<file path="src/design/smf_consts.vh">
// constants, offsets and field positions for the serial message framer
`ifndef SMF_CONSTS_VH
`define SMF_CONSTS_VH

// one ms and one 9600 baud bit, counted in 4 ns clock cycles
`define SMF_MS_CYCLES 18'h3d090
`define SMF_EIGHT_S_MS 13'h1f40
`define SMF_BIT_DIV_RST 16'h65b9
`define SMF_CHAR_BITS 16'h000a

// word index of each register, byte address is four times it
`define SMF_R_CTRL 6'h00
`define SMF_R_RTS_ON 6'h01
`define SMF_R_RTS_OFF 6'h02
`define SMF_R_CTS_WAIT 6'h03
`define SMF_R_BRK_BITS 6'h04
`define SMF_R_TX_IDLE 6'h05
`define SMF_R_RX_IDLE 6'h06
`define SMF_R_BIT_DIV 6'h07
`define SMF_R_START_CHR 6'h08
`define SMF_R_STATUS 6'h09
`define SMF_R_MASK 6'h0a
`define SMF_R_STATE 6'h0b
`define SMF_R_RX_DATA 6'h0c

// control bits
`define SMF_C_HWFLOW 0
`define SMF_C_RS232 1
`define SMF_C_RTS_ALWAYS 2
`define SMF_C_BRK 3
`define SMF_C_IDLE 4
`define SMF_C_ANY 5
`define SMF_C_SIDLE 6
`define SMF_C_SBRK 7
`define SMF_C_SCHR 8
`define SMF_C_GO 9
`define SMF_CTRL_RST 9'h022

// status bits
`define SMF_S_TXDONE 0
`define SMF_S_TXERR 1
`define SMF_S_DSRERR 2
`define SMF_S_RXSTART 3
`define SMF_S_RXOVF 4
`define SMF_S_RXBRK 5

`define SMF_RTS_ON_RST 16'h0000
`define SMF_RTS_OFF_RST 16'h0000
`define SMF_CTS_WAIT_RST 16'h03e8
`define SMF_BRK_BITS_RST 16'h000c
`define SMF_TX_IDLE_RST 16'h000c
`define SMF_RX_IDLE_RST 16'h0028
`define SMF_START_CHR_RST 8'h02

`endif

</file>
<file path="src/design/smf_top.v">
// serial message framer: rts sequencing, start break and rx start detect
`timescale 1ns/1ps
`default_nettype none
`include "smf_consts.vh"

module smf_top #(
  parameter [17:0] MS_CYCLES = `SMF_MS_CYCLES
) (
  input wire sys_clk,
  input wire rst_b,
  input wire [7:0] avs_address,
  input wire avs_read,
  input wire avs_write,
  input wire [31:0] avs_writedata,
  output reg [31:0] avs_readdata,
  output wire avs_waitrequest,
  output wire irq,
  input wire cts_pin,
  input wire dsr_pin,
  input wire rxd_pin,
  output reg rts_pin,
  output reg dtr_pin,
  output reg txd_force_en,
  output reg txd_force_level,
  output wire send_ready,
  input wire send_done,
  output reg send_abort,
  input wire rx_char_valid,
  input wire [7:0] rx_char_data,
  input wire rx_msg_end,
  output reg rx_in_msg
);

  localparam [2:0] ST_IDLE = 3'h0;
  localparam [2:0] ST_ON = 3'h1;
  localparam [2:0] ST_CTS = 3'h2;
  localparam [2:0] ST_BRK = 3'h3;
  localparam [2:0] ST_MARK = 3'h4;
  localparam [2:0] ST_SEND = 3'h5;
  localparam [2:0] ST_OFF = 3'h6;

  reg ack_q;
  reg [2:0] sync1;
  reg [2:0] sync2;
  reg [8:0] ctrl;
  reg [15:0] rts_on;
  reg [15:0] rts_off;
  reg [15:0] cts_wait;
  reg [15:0] brk_bits;
  reg [15:0] tx_idle_bits;
  reg [15:0] rx_idle_bits;
  reg [15:0] bit_div;
  reg [7:0] start_chr;
  reg [5:0] status;
  reg [5:0] mask;
  reg [17:0] ms_cnt;
  reg [15:0] bit_cnt;
  reg [2:0] tx_state;
  reg [15:0] tx_cnt;
  reg [12:0] tx_ms;
  reg [15:0] lo_cnt;
  reg [15:0] hi_cnt;
  reg [12:0] hi_ms;
  reg idle_seen;
  reg [1:0] rx_reason;
  reg [7:0] buf_mem [0:15];
  reg [4:0] wp;
  reg [4:0] rp;
  reg [5:0] tx_set;

  wire wr_acc = avs_write & ack_q;
  wire rd_acc = avs_read & ack_q;
  wire [5:0] widx = avs_address[7:2];
  wire cts_s = sync2[2];
  wire dsr_s = sync2[1];
  wire rxd_s = sync2[0];
  wire rs232 = ctrl[`SMF_C_RS232];
  wire hw = ctrl[`SMF_C_HWFLOW] & rs232;
  wire go = wr_acc & (widx == `SMF_R_CTRL) & avs_writedata[`SMF_C_GO];
  wire ms_tick = (ms_cnt == MS_CYCLES - 18'd1);
  wire bit_tick = ({1'b0, bit_cnt} + 17'd1 >= {1'b0, bit_div});
  wire cap_tx = (tx_ms == `SMF_EIGHT_S_MS);
  wire empty = (wp == rp);
  wire full = (wp[3:0] == rp[3:0]) & (wp[4] != rp[4]);

  // one wait cycle on every access keeps readdata a flop
  assign avs_waitrequest = (avs_read | avs_write) & ~ack_q;
  assign irq = |(status & mask);
  // pause the engine while cts is low under hardware flow control
  assign send_ready = (tx_state == ST_SEND) & (~hw | cts_s);

  always @(posedge sys_clk or negedge rst_b) begin
    if (!rst_b) begin
      ack_q <= 1'b0;
      sync1 <= 3'h1;
      sync2 <= 3'h1;
    end else begin
      ack_q <= (avs_read | avs_write) & ~ack_q;
      sync1 <= {cts_pin, dsr_pin, rxd_pin};
      sync2 <= sync1;
    end
  end

  // ms tick and bit tick from the system clock
  always @(posedge sys_clk or negedge rst_b) begin
    if (!rst_b) begin
      ms_cnt <= 18'h00000;
      bit_cnt <= 16'h0000;
    end else begin
      ms_cnt <= ms_tick ? 18'h00000 : ms_cnt + 18'd1;
      bit_cnt <= bit_tick ? 16'h0000 : bit_cnt + 16'd1;
    end
  end

  // settings come back to defaults only through reset
  always @(posedge sys_clk or negedge rst_b) begin
    if (!rst_b) begin
      ctrl <= `SMF_CTRL_RST;
      rts_on <= `SMF_RTS_ON_RST;
      rts_off <= `SMF_RTS_OFF_RST;
      cts_wait <= `SMF_CTS_WAIT_RST;
      brk_bits <= `SMF_BRK_BITS_RST;
      tx_idle_bits <= `SMF_TX_IDLE_RST;
      rx_idle_bits <= `SMF_RX_IDLE_RST;
      bit_div <= `SMF_BIT_DIV_RST;
      start_chr <= `SMF_START_CHR_RST;
      mask <= 6'h00;
    end else if (wr_acc) begin
      case (widx)
        `SMF_R_CTRL: ctrl <= avs_writedata[8:0];
        `SMF_R_RTS_ON: rts_on <= avs_writedata[15:0];
        `SMF_R_RTS_OFF: rts_off <= avs_writedata[15:0];
        `SMF_R_CTS_WAIT: cts_wait <= avs_writedata[15:0];
        `SMF_R_BRK_BITS: brk_bits <= avs_writedata[15:0];
        `SMF_R_TX_IDLE: tx_idle_bits <= avs_writedata[15:0];
        `SMF_R_RX_IDLE: rx_idle_bits <= avs_writedata[15:0];
        `SMF_R_BIT_DIV: bit_div <= avs_writedata[15:0];
        `SMF_R_START_CHR: start_chr <= avs_writedata[7:0];
        `SMF_R_MASK: mask <= avs_writedata[5:0];
        default: mask <= mask;
      endcase
    end
  end

  // transmit sequencer
  always @(posedge sys_clk or negedge rst_b) begin
    if (!rst_b) begin
      tx_state <= ST_IDLE;
      tx_cnt <= 16'h0000;
      tx_ms <= 13'h0000;
      rts_pin <= 1'b0;
      dtr_pin <= 1'b0;
      txd_force_en <= 1'b0;
      txd_force_level <= 1'b1;
      send_abort <= 1'b0;
      tx_set <= 6'h00;
    end else begin
      send_abort <= 1'b0;
      tx_set <= 6'h00;
      dtr_pin <= hw;
      case (tx_state)
        ST_IDLE: begin
          rts_pin <= hw & ctrl[`SMF_C_RTS_ALWAYS];
          tx_cnt <= 16'h0000;
          tx_ms <= 13'h0000;
          if (go) begin
            if (hw & ~dsr_s) begin
              tx_set[`SMF_S_DSRERR] <= 1'b1;
            end else if (hw) begin
              rts_pin <= 1'b1;
              tx_state <= ST_ON;
            end else if (ctrl[`SMF_C_BRK]) begin
              txd_force_en <= 1'b1;
              txd_force_level <= 1'b0;
              tx_state <= ST_BRK;
            end else begin
              tx_state <= ST_SEND;
            end
          end
        end
        ST_ON: begin
          // cts ignored until the on-delay is over
          if (tx_cnt == rts_on) begin
            tx_cnt <= 16'h0000;
            tx_state <= ST_CTS;
          end else if (ms_tick) begin
            tx_cnt <= tx_cnt + 16'd1;
          end
        end
        ST_CTS: begin
          if (cts_s) begin
            tx_cnt <= 16'h0000;
            if (ctrl[`SMF_C_BRK]) begin
              txd_force_en <= 1'b1;
              txd_force_level <= 1'b0;
              tx_state <= ST_BRK;
            end else begin
              tx_state <= ST_SEND;
            end
          end else if (tx_cnt == cts_wait) begin
            tx_set[`SMF_S_TXERR] <= 1'b1;
            send_abort <= 1'b1;
            rts_pin <= ctrl[`SMF_C_RTS_ALWAYS];
            tx_state <= ST_IDLE;
          end else if (ms_tick) begin
            tx_cnt <= tx_cnt + 16'd1;
          end
        end
        ST_BRK: begin
          if (tx_cnt == brk_bits || cap_tx) begin
            tx_cnt <= 16'h0000;
            tx_ms <= 13'h0000;
            tx_set[`SMF_S_RXBRK] <= 1'b0;
            if (ctrl[`SMF_C_IDLE]) begin
              txd_force_level <= 1'b1;
              tx_state <= ST_MARK;
            end else begin
              txd_force_en <= 1'b0;
              txd_force_level <= 1'b1;
              tx_state <= ST_SEND;
            end
          end else begin
            if (bit_tick) begin
              tx_cnt <= tx_cnt + 16'd1;
            end
            if (ms_tick) begin
              tx_ms <= tx_ms + 13'd1;
            end
          end
        end
        ST_MARK: begin
          if (tx_cnt == tx_idle_bits || cap_tx) begin
            tx_cnt <= 16'h0000;
            txd_force_en <= 1'b0;
            tx_state <= ST_SEND;
          end else begin
            if (bit_tick) begin
              tx_cnt <= tx_cnt + 16'd1;
            end
            if (ms_tick) begin
              tx_ms <= tx_ms + 13'd1;
            end
          end
        end
        ST_SEND: begin
          // a dsr drop here is not looked at
          if (send_done) begin
            tx_set[`SMF_S_TXDONE] <= 1'b1;
            tx_cnt <= 16'h0000;
            tx_state <= hw ? ST_OFF : ST_IDLE;
          end else if (hw & ~cts_s) begin
            if (tx_cnt == cts_wait) begin
              tx_set[`SMF_S_TXERR] <= 1'b1;
              send_abort <= 1'b1;
              rts_pin <= ctrl[`SMF_C_RTS_ALWAYS];
              tx_state <= ST_IDLE;
            end else if (ms_tick) begin
              tx_cnt <= tx_cnt + 16'd1;
            end
          end else begin
            tx_cnt <= 16'h0000;
          end
        end
        ST_OFF: begin
          if (tx_cnt == rts_off) begin
            rts_pin <= ctrl[`SMF_C_RTS_ALWAYS];
            tx_state <= ST_IDLE;
          end else if (ms_tick) begin
            tx_cnt <= tx_cnt + 16'd1;
          end
        end
        default: begin
          tx_state <= ST_IDLE;
        end
      endcase
    end
  end

  // receive start detection
  wire brk_evt = ~rxd_s & bit_tick & (lo_cnt == `SMF_CHAR_BITS);
  wire c_idle = ctrl[`SMF_C_SIDLE] & idle_seen & rx_char_valid;
  wire c_brk = ctrl[`SMF_C_SBRK] & brk_evt;
  wire c_chr = ctrl[`SMF_C_SCHR] & rx_char_valid &
               (rx_char_data == start_chr);
  wire c_any = ctrl[`SMF_C_ANY] & rx_char_valid;
  wire start = ~rx_in_msg & (c_idle | c_brk | c_chr | c_any);
  wire store = rx_char_valid & (rx_in_msg | start);
  wire push = store & ~full;
  wire pop = rd_acc & (widx == `SMF_R_RX_DATA) & ~empty;

  always @(posedge sys_clk or negedge rst_b) begin
    if (!rst_b) begin
      lo_cnt <= 16'h0000;
      hi_cnt <= 16'h0000;
      hi_ms <= 13'h0000;
      idle_seen <= 1'b0;
      rx_in_msg <= 1'b0;
      rx_reason <= 2'h0;
    end else begin
      if (!rxd_s) begin
        hi_cnt <= 16'h0000;
        hi_ms <= 13'h0000;
        if (bit_tick && lo_cnt <= `SMF_CHAR_BITS) begin
          lo_cnt <= lo_cnt + 16'd1;
        end
      end else begin
        lo_cnt <= 16'h0000;
        if (bit_tick && hi_cnt != rx_idle_bits) begin
          hi_cnt <= hi_cnt + 16'd1;
        end
        if (ms_tick && hi_ms != `SMF_EIGHT_S_MS) begin
          hi_ms <= hi_ms + 13'd1;
        end
        if (hi_cnt == rx_idle_bits || hi_ms == `SMF_EIGHT_S_MS) begin
          idle_seen <= 1'b1;
        end
      end
      // a character or break uses up the idle period
      if (rx_char_valid | brk_evt) begin
        idle_seen <= 1'b0;
      end
      if (rx_in_msg & rx_msg_end) begin
        rx_in_msg <= 1'b0;
      end else if (start) begin
        rx_in_msg <= 1'b1;
        if (c_idle) begin
          rx_reason <= 2'h1;
        end else if (c_brk) begin
          rx_reason <= 2'h2;
        end else if (c_chr) begin
          rx_reason <= 2'h3;
        end else begin
          rx_reason <= 2'h0;
        end
      end
    end
  end

  // receive buffer; overflow drops the newest character
  always @(posedge sys_clk) begin
    if (push) begin
      buf_mem[wp[3:0]] <= rx_char_data;
    end
  end

  always @(posedge sys_clk or negedge rst_b) begin
    if (!rst_b) begin
      wp <= 5'h00;
      rp <= 5'h00;
    end else begin
      if (push) begin
        wp <= wp + 5'd1;
      end
      if (pop) begin
        rp <= rp + 5'd1;
      end
    end
  end

  // sticky status, write one to clear; a new event wins over the clear
  wire [5:0] clr = (wr_acc && widx == `SMF_R_STATUS) ?
                   avs_writedata[5:0] : 6'h00;
  wire [5:0] rx_set = {brk_evt, store & full, start, 3'h0};

  always @(posedge sys_clk or negedge rst_b) begin
    if (!rst_b) begin
      status <= 6'h00;
    end else begin
      status <= (status & ~clr) | tx_set | rx_set;
    end
  end

  // read data captured in the wait cycle
  always @(posedge sys_clk or negedge rst_b) begin
    if (!rst_b) begin
      avs_readdata <= 32'h00000000;
    end else if (avs_read & ~ack_q) begin
      case (widx)
        `SMF_R_CTRL: avs_readdata <= {23'h000000, ctrl};
        `SMF_R_RTS_ON: avs_readdata <= {16'h0000, rts_on};
        `SMF_R_RTS_OFF: avs_readdata <= {16'h0000, rts_off};
        `SMF_R_CTS_WAIT: avs_readdata <= {16'h0000, cts_wait};
        `SMF_R_BRK_BITS: avs_readdata <= {16'h0000, brk_bits};
        `SMF_R_TX_IDLE: avs_readdata <= {16'h0000, tx_idle_bits};
        `SMF_R_RX_IDLE: avs_readdata <= {16'h0000, rx_idle_bits};
        `SMF_R_BIT_DIV: avs_readdata <= {16'h0000, bit_div};
        `SMF_R_START_CHR: avs_readdata <= {24'h000000, start_chr};
        `SMF_R_STATUS: avs_readdata <= {26'h0000000, status};
        `SMF_R_MASK: avs_readdata <= {26'h0000000, mask};
        `SMF_R_STATE: avs_readdata <= {16'h0000, 3'h0, wp - rp,
                                       rx_in_msg, rx_reason, rts_pin,
                                       1'b0, tx_state};
        `SMF_R_RX_DATA: avs_readdata <= {23'h000000, ~empty,
                                         empty ? 8'h00 : buf_mem[rp[3:0]]};
        default: avs_readdata <= 32'h00000000;
      endcase
    end
  end

endmodule
`default_nettype wire

</file>
<file path="config.mk">
export PLATFORM = sky130hd
export DESIGN_NAME = smf_top
export DESIGN_NICKNAME = d
export VERILOG_FILES = /design/src/design/smf_top.v
export VERILOG_INCLUDE_DIRS = /design/src /design/src/design
export SDC_FILE = /design/constraint.sdc
export NUM_CORES = 1
export LEC_CHECK = 0
export ABC_AREA = 1
export BUFFER_PORTS_ARGS = -buffer_cell sky130_fd_sc_hd__clkbuf_2
export CAP_MARGIN = 10
export CORE_MARGIN = 2
export CORE_UTILIZATION = 35
export DETAILED_ROUTE_END_ITERATION = 8
export GPL_TIMING_DRIVEN = 0
export SLEW_MARGIN = 20
export SYNTH_ARGS = -nofsm -noshare
export SYNTH_HDL_FRONTEND = slang
export SYNTH_SLANG_ARGS = --single-unit
</file>
<file path="constraint.sdc">
create_clock -name sys_clk -period 8.05 [get_ports sys_clk]
set_input_delay 1.2075 -clock sys_clk [delete_from_list [all_inputs] [get_ports sys_clk]]
set_output_delay 1.2075 -clock sys_clk [all_outputs]
set_load 0.005 [all_outputs]
</file>
After elaboration in Yosys (flattened, before gate mapping). Memory sizes are Yosys's and may differ from the RTL's. Cells that the tools add are included.

Output and inout bits: 41. Memory bits (writable): 128. Input bits: 58. Memories: 1. Flip-flop bits (word level): 313. Logic and storage cells: 270.

Reduce and logical (&&, ||, !) cells: 37. Order comparisons: 2. Equality and inequality tests: 51. $add $sub $neg: 11. Bitwise gates (word level): 48. Multiplexer cells: 86.

Memories: buf_mem (words 16, width 8, read ports 1, clocked after memory_dff 0, wr ports 1, line smf_top.v:66) `reg [7:0] buf_mem [0:15];`.

Operator list (count): $mux W16 (15); $pmux W16 S13 (1); $pmux W16 S7 (1); $eq A16 B16 Y1 (6); $mux W13 (5); $add A16 B1 Y16 const B (4); $mux W1 (39); $mux W3 (13); $pmux W13 S3 (1); $eq A6 B4 Y1 const B (5); $reduce_and A2 Y1 (14); $and A1 B1 Y1 (27); $add A13 B1 Y13 const B (2); $eq A13 B13 Y1 const B (2); $ne A2 B2 Y1 const B (13); $eq A6 B3 Y1 const B (4); $pmux W3 S7 (1); $add A18 B1 Y18 const B (1); $eq A18 B18 Y1 const B (1); $mux W18 (1); $add A16 B1 Y17 const B (1); $ge A17 B16 Y1 (1); $eq A16 B4 Y1 const B (1); $le A16 B4 Y1 const B (1); 40 further kinds (75).

Longest topological paths before layout.
Depth after elaboration: 14. Gate-level depth with buffers: 22. Gate-level depth less buffers: 22.

Least setup slack after synthesis. OpenSTA, ideal clock, no wires.

Path kind: register to register. Start point: reg bit_cnt[0]. End point: mem buf_mem[12][0] (enable). Period minus slack after synthesis: 3.488 ns. Setup slack: 4.562 ns. Required time: 7.680 ns. Setup time: 0.370 ns. Buffers on the path: 1. Arrival time: 3.118 ns. Cell stages (with the launch flop): 20. Cells stage by stage: dfrtp_1 ha_1 nand3_2 nor2_4 and3_1 nand2_1 nor3_1 xor2_1 inv_1 ha_1 and3_1 nand2_1 nor2_1 nand2_2 nand3_4 nand3_2 nand4_4 nand3_4 buf_8 nor2_1.

Word-level cells in the longest chain between the ends: 14.

Ends and longest elaborated chain: start: declaration (line smf_top.v:57) `reg [15:0] bit_cnt;`; start signal: assignment (line smf_top.v:111) `bit_cnt <= bit_tick ? 16'h0000 : bit_cnt + 16'd1;`; $add A16 B1 Y17 (line smf_top.v:81) `wire bit_tick = ({1'b0, bit_cnt} + 17'd1 >= {1'b0, bit_div});`; $ge A17 B16 Y1 (line smf_top.v:81); $and A1 B1 Y1 (2 in series) (line smf_top.v:280) `` wire brk_evt = ~rxd_s & bit_tick & (lo_cnt == `SMF_CHAR_BITS); ``; $and A1 B1 Y1 (line smf_top.v:282) `` wire c_brk = ctrl[`SMF_C_SBRK] & brk_evt; ``; $or A1 B1 Y1 (3 in series) (line smf_top.v:286) `wire start = ~rx_in_msg & (c_idle | c_brk | c_chr | c_any);`; $and A1 B1 Y1 (line smf_top.v:286); $or A1 B1 Y1 (line smf_top.v:287) `wire store = rx_char_valid & (rx_in_msg | start);`; $and A1 B1 Y1 (line smf_top.v:287); $and A1 B1 Y1 (line smf_top.v:288) `wire push = store & ~full;`; $mux W1 (line smf_top.v:341) `if (push) begin`; $mux W1 (not written as such) (line smf_top.v:342) `buf_mem[wp[3:0]] <= rx_char_data;`; end: declaration (line smf_top.v:66).

No other way between the ends.

Worst setup path after layout.
Start point: reg bit_cnt[2]. End point: mem buf_mem[12][4] (enable).

The elaborated chain is that of the path after synthesis.

==> impl_metrics.toml <==
[finish]
largest_reg_flops = 128
syn_to_final_growth_pct = 14.4
final_nets = 2964
layout.cells.non_filler = 3766
fill_cells = 6503
layout-drive-gt1-share_pct = 10.8

[setup_path]
crit_path_max_incr_delay_ns = 0.68
crit_type = "reg2reg"
crit_path_max_fanout = 10
critPathMostFrequentCell = "nor2_1"
crit_slowest_cell = "nor2_1"
cp.required_ns = 8.29
worstSetupStartpointType = "register"
setup.worst_path.end_class = "register"
cp.arrival_ns = 4.70
crit_chain = "nand3_1, nor2_1, nand3_1, nor2_1, inv_1, nor2_1, xor2_1, inv_1, ha_1, nand2_1, nor2_1, nand2_1, o21ai_0, nand2_1, nand3_4, nand3_2, nand4_4, nand3_4, buf_8, nor2_1"

[sta]
slew_headroom_pct = 40.4
fmax_mhz = 224
final-hold-violation-count = 0
hold_ws_ns = 0.350
min_period_ns = 4.46
fin_skew_ns = 0.0566
rsz0062_at_grt = "false"
setup_viol = 0
finalCritPeriodShare_pct = 55.4
drv_slew = 0
tightest_slew_ns = 0.890

[logic_synthesis]
syn-cell-area_um2 = 22600
yosys-top-cells-count = "nand2_1 (703), nor2_1 (297), o21ai_0 (276)"
syn_avg_cell_area_um2 = 8.26
synth_enable_flop_cells = 128
synthFlopType = "dfrtp_1"
ys_types = 64
synth-seq-cells = 424
synth.yosys.warnings = 0
ys_async_sr_fraction_pct = 69.8
netlist_instances = 2738
synth_top_area_share_pct = 29.8
synth-seq-area-share_pct = 49.9
synth.most_common_cell = "nand2_1"
yosys-top-cells-area = "dfrtp_1 (30%), edfxtp_1 (17%), nand2_1 (12%), o21ai_0 (6.1%), nor2_1 (4.9%)"
synth_top_cell_by_area = "dfrtp_1"

[grt]
grt_pass1_wl_um = 108000
grt_antenna_before_repair = 0
grt_util_met2_pct = 31.5
grt_max_degree = 87
grt_pass1_vias = 17993
grtUsageMet1_pct = 30.2
busiest_layer = "met2"
grt.overflow.total = 0
grt.total_usage_pct = 20.9
use_met3_pct = 4.39

[place]
place_inst = 3675
dp_hpwl_um = 51400
numPortBuffers = 64
place.gp.congestion = 0.951

[routing]
dr_total_vias = 19378
wl_per_cell_um = 18.7
ant_nets = 0
viasPerCell = 5.15
drt_first_pass_iters = 6
drc = 0
drtIter0Drc = 1888
totalWireLength_um = 70300

[floorplanning]
die_x_um = 258
start_util_pct = 35.3
num_io_pins = 99
die_area_um2 = 66600
fp-row-count = 93
dieHeight_um = 258
core_um2 = 64100

[pwr]
internal_power_mw = 4.19
leakagePower_nw = 11.6
vdd_ir_drop_max_mv = 0.154
switchingPower_mw = 2.21
combPwrFrac_pct = 24.2
power_mw = 6.40
powerDensity_nw_per_um2 = 247
pwr-share-clk_pct = 37.1
sw_frac_of_total_pct = 34.5
pwr-share-seq_pct = 38.7

[cts]
cts_buffers = 48
holdBufCountCts = 0
h-tree-depth = 2
cts_sinks = 424
clock_path_buffers = 3
cts_root_buffer = "clkbuf_16"
clk_pin_slew_ns = 0.06
clkLatencyLatePin_ns = 0.65
cts_tree = "yes"
postCtsSetupBuffers = 0
cts_resized = 0

[worst_hold_path]
hold_path_class = "reg2reg"

[outcome]
status = "finished, final reports clean"

[job]
max_cap_viol_count = 0
## cell type report
class	count	area [µm²]	share of cell area, %
diodes	1	2.50	0.00967
plain buffers	119	638	2.47
clock buffers	62	1320	5.12
clock inverters	28	394	1.52
inverters	283	1070	4.13
multi-input cells	1927	9670	37.4
flip-flops and latches	424	11300	43.6
well taps	855	1070	4.14
repair buffers	67	412	1.59
## logic make-up after synthesis
group	after synthesis	synth area share [%]
XOR/XNOR	100	3.87
AND/OR/NAND/NOR	1314	25.1
flip-flops	424	49.9
other	1	0.0166
buffers and inverters	402	7.55
adder cells (fa/ha/maj)	36	2.03
AO/OA/AOI/OAI	461	11.5
## metrics by stage
stage	setup WS, ns	utilization [%]	area, µm²	TNS, ns
global placement	-0.919	37.5	24100	-232.92
global route	3.12	40.3	25900	0
floorplan	4.56	-	22700	0
CTS	3.58	40.3	25900	0
detailed placement	3.61	37.7	24100	0
finish	3.59	40.3	25900	0
## routing by layer
| layer | vias up | part of all wire [%] |
|---|---|---|
| met5 | - | 0 |
| met4 | 0 | 2.3 |
| met3 | 113 | 9.0 |
| met2 | 770 | 44 |
| met1 | 9225 | 45 |
| li1 | 9270 | - |
## layout by cell type (no fill, tap or decap), types with 31 or more instances in the layout
master,instances
clkbuf_2,63
a21oi_1,64
clkbuf_16,48
nor3_1,44
dfrtp_1,269
ha_1,35
clkbuf_1,63
buf_4,31
inv_1,265
edfxtp_1,128
xor2_1,75
nand4_1,53
nand3_1,138
nor2_1,297
nand2_1,703
o21ai_0,276
## final timing paths
check	start	cells past startpoint	slack (ns)	endpoint
setup / recovery	bit_cnt[2]	20	3.59	buf_mem[12][4]
hold / removal	sync1[1]	0	0.35	sync2[1]
setup reg to reg	bit_cnt[2]	20	3.59	buf_mem[12][4]
hold reg to reg	sync1[1]	0	0.35	sync2[1]
max in group asynchronous	rst_b	2	6.51	bit_div[13]
min in group asynchronous	rst_b	1	0.62	wp[2]
## critical path, delay by kind of cell (launching register included)
family,cells,cell delay (ns)
buffers and inverters,3,0.35
and+or+nand+nor,14,2.65
DFF,1,0.40
xor gates and xnor gates,1,0.22
adders and majority gates,1,0.27
AOI/OAI and AO/OA,1,0.15
## power groups by stage
stage / clock, mW / sequential [mW] / combinational (mW)
2_1_floorplan: 0 / 2.47 / 1.01
3_3_place_gp: 0 / 2.51 / 1.51
3_5_place_dp: 0 / 2.51 / 1.52
4_1_cts: 2.41 / 2.47 / 1.53
5_1_grt: 2.50 / 2.49 / 1.71
6_report: 2.38 / 2.48 / 1.55
Power figures use the tool's default switching activity.
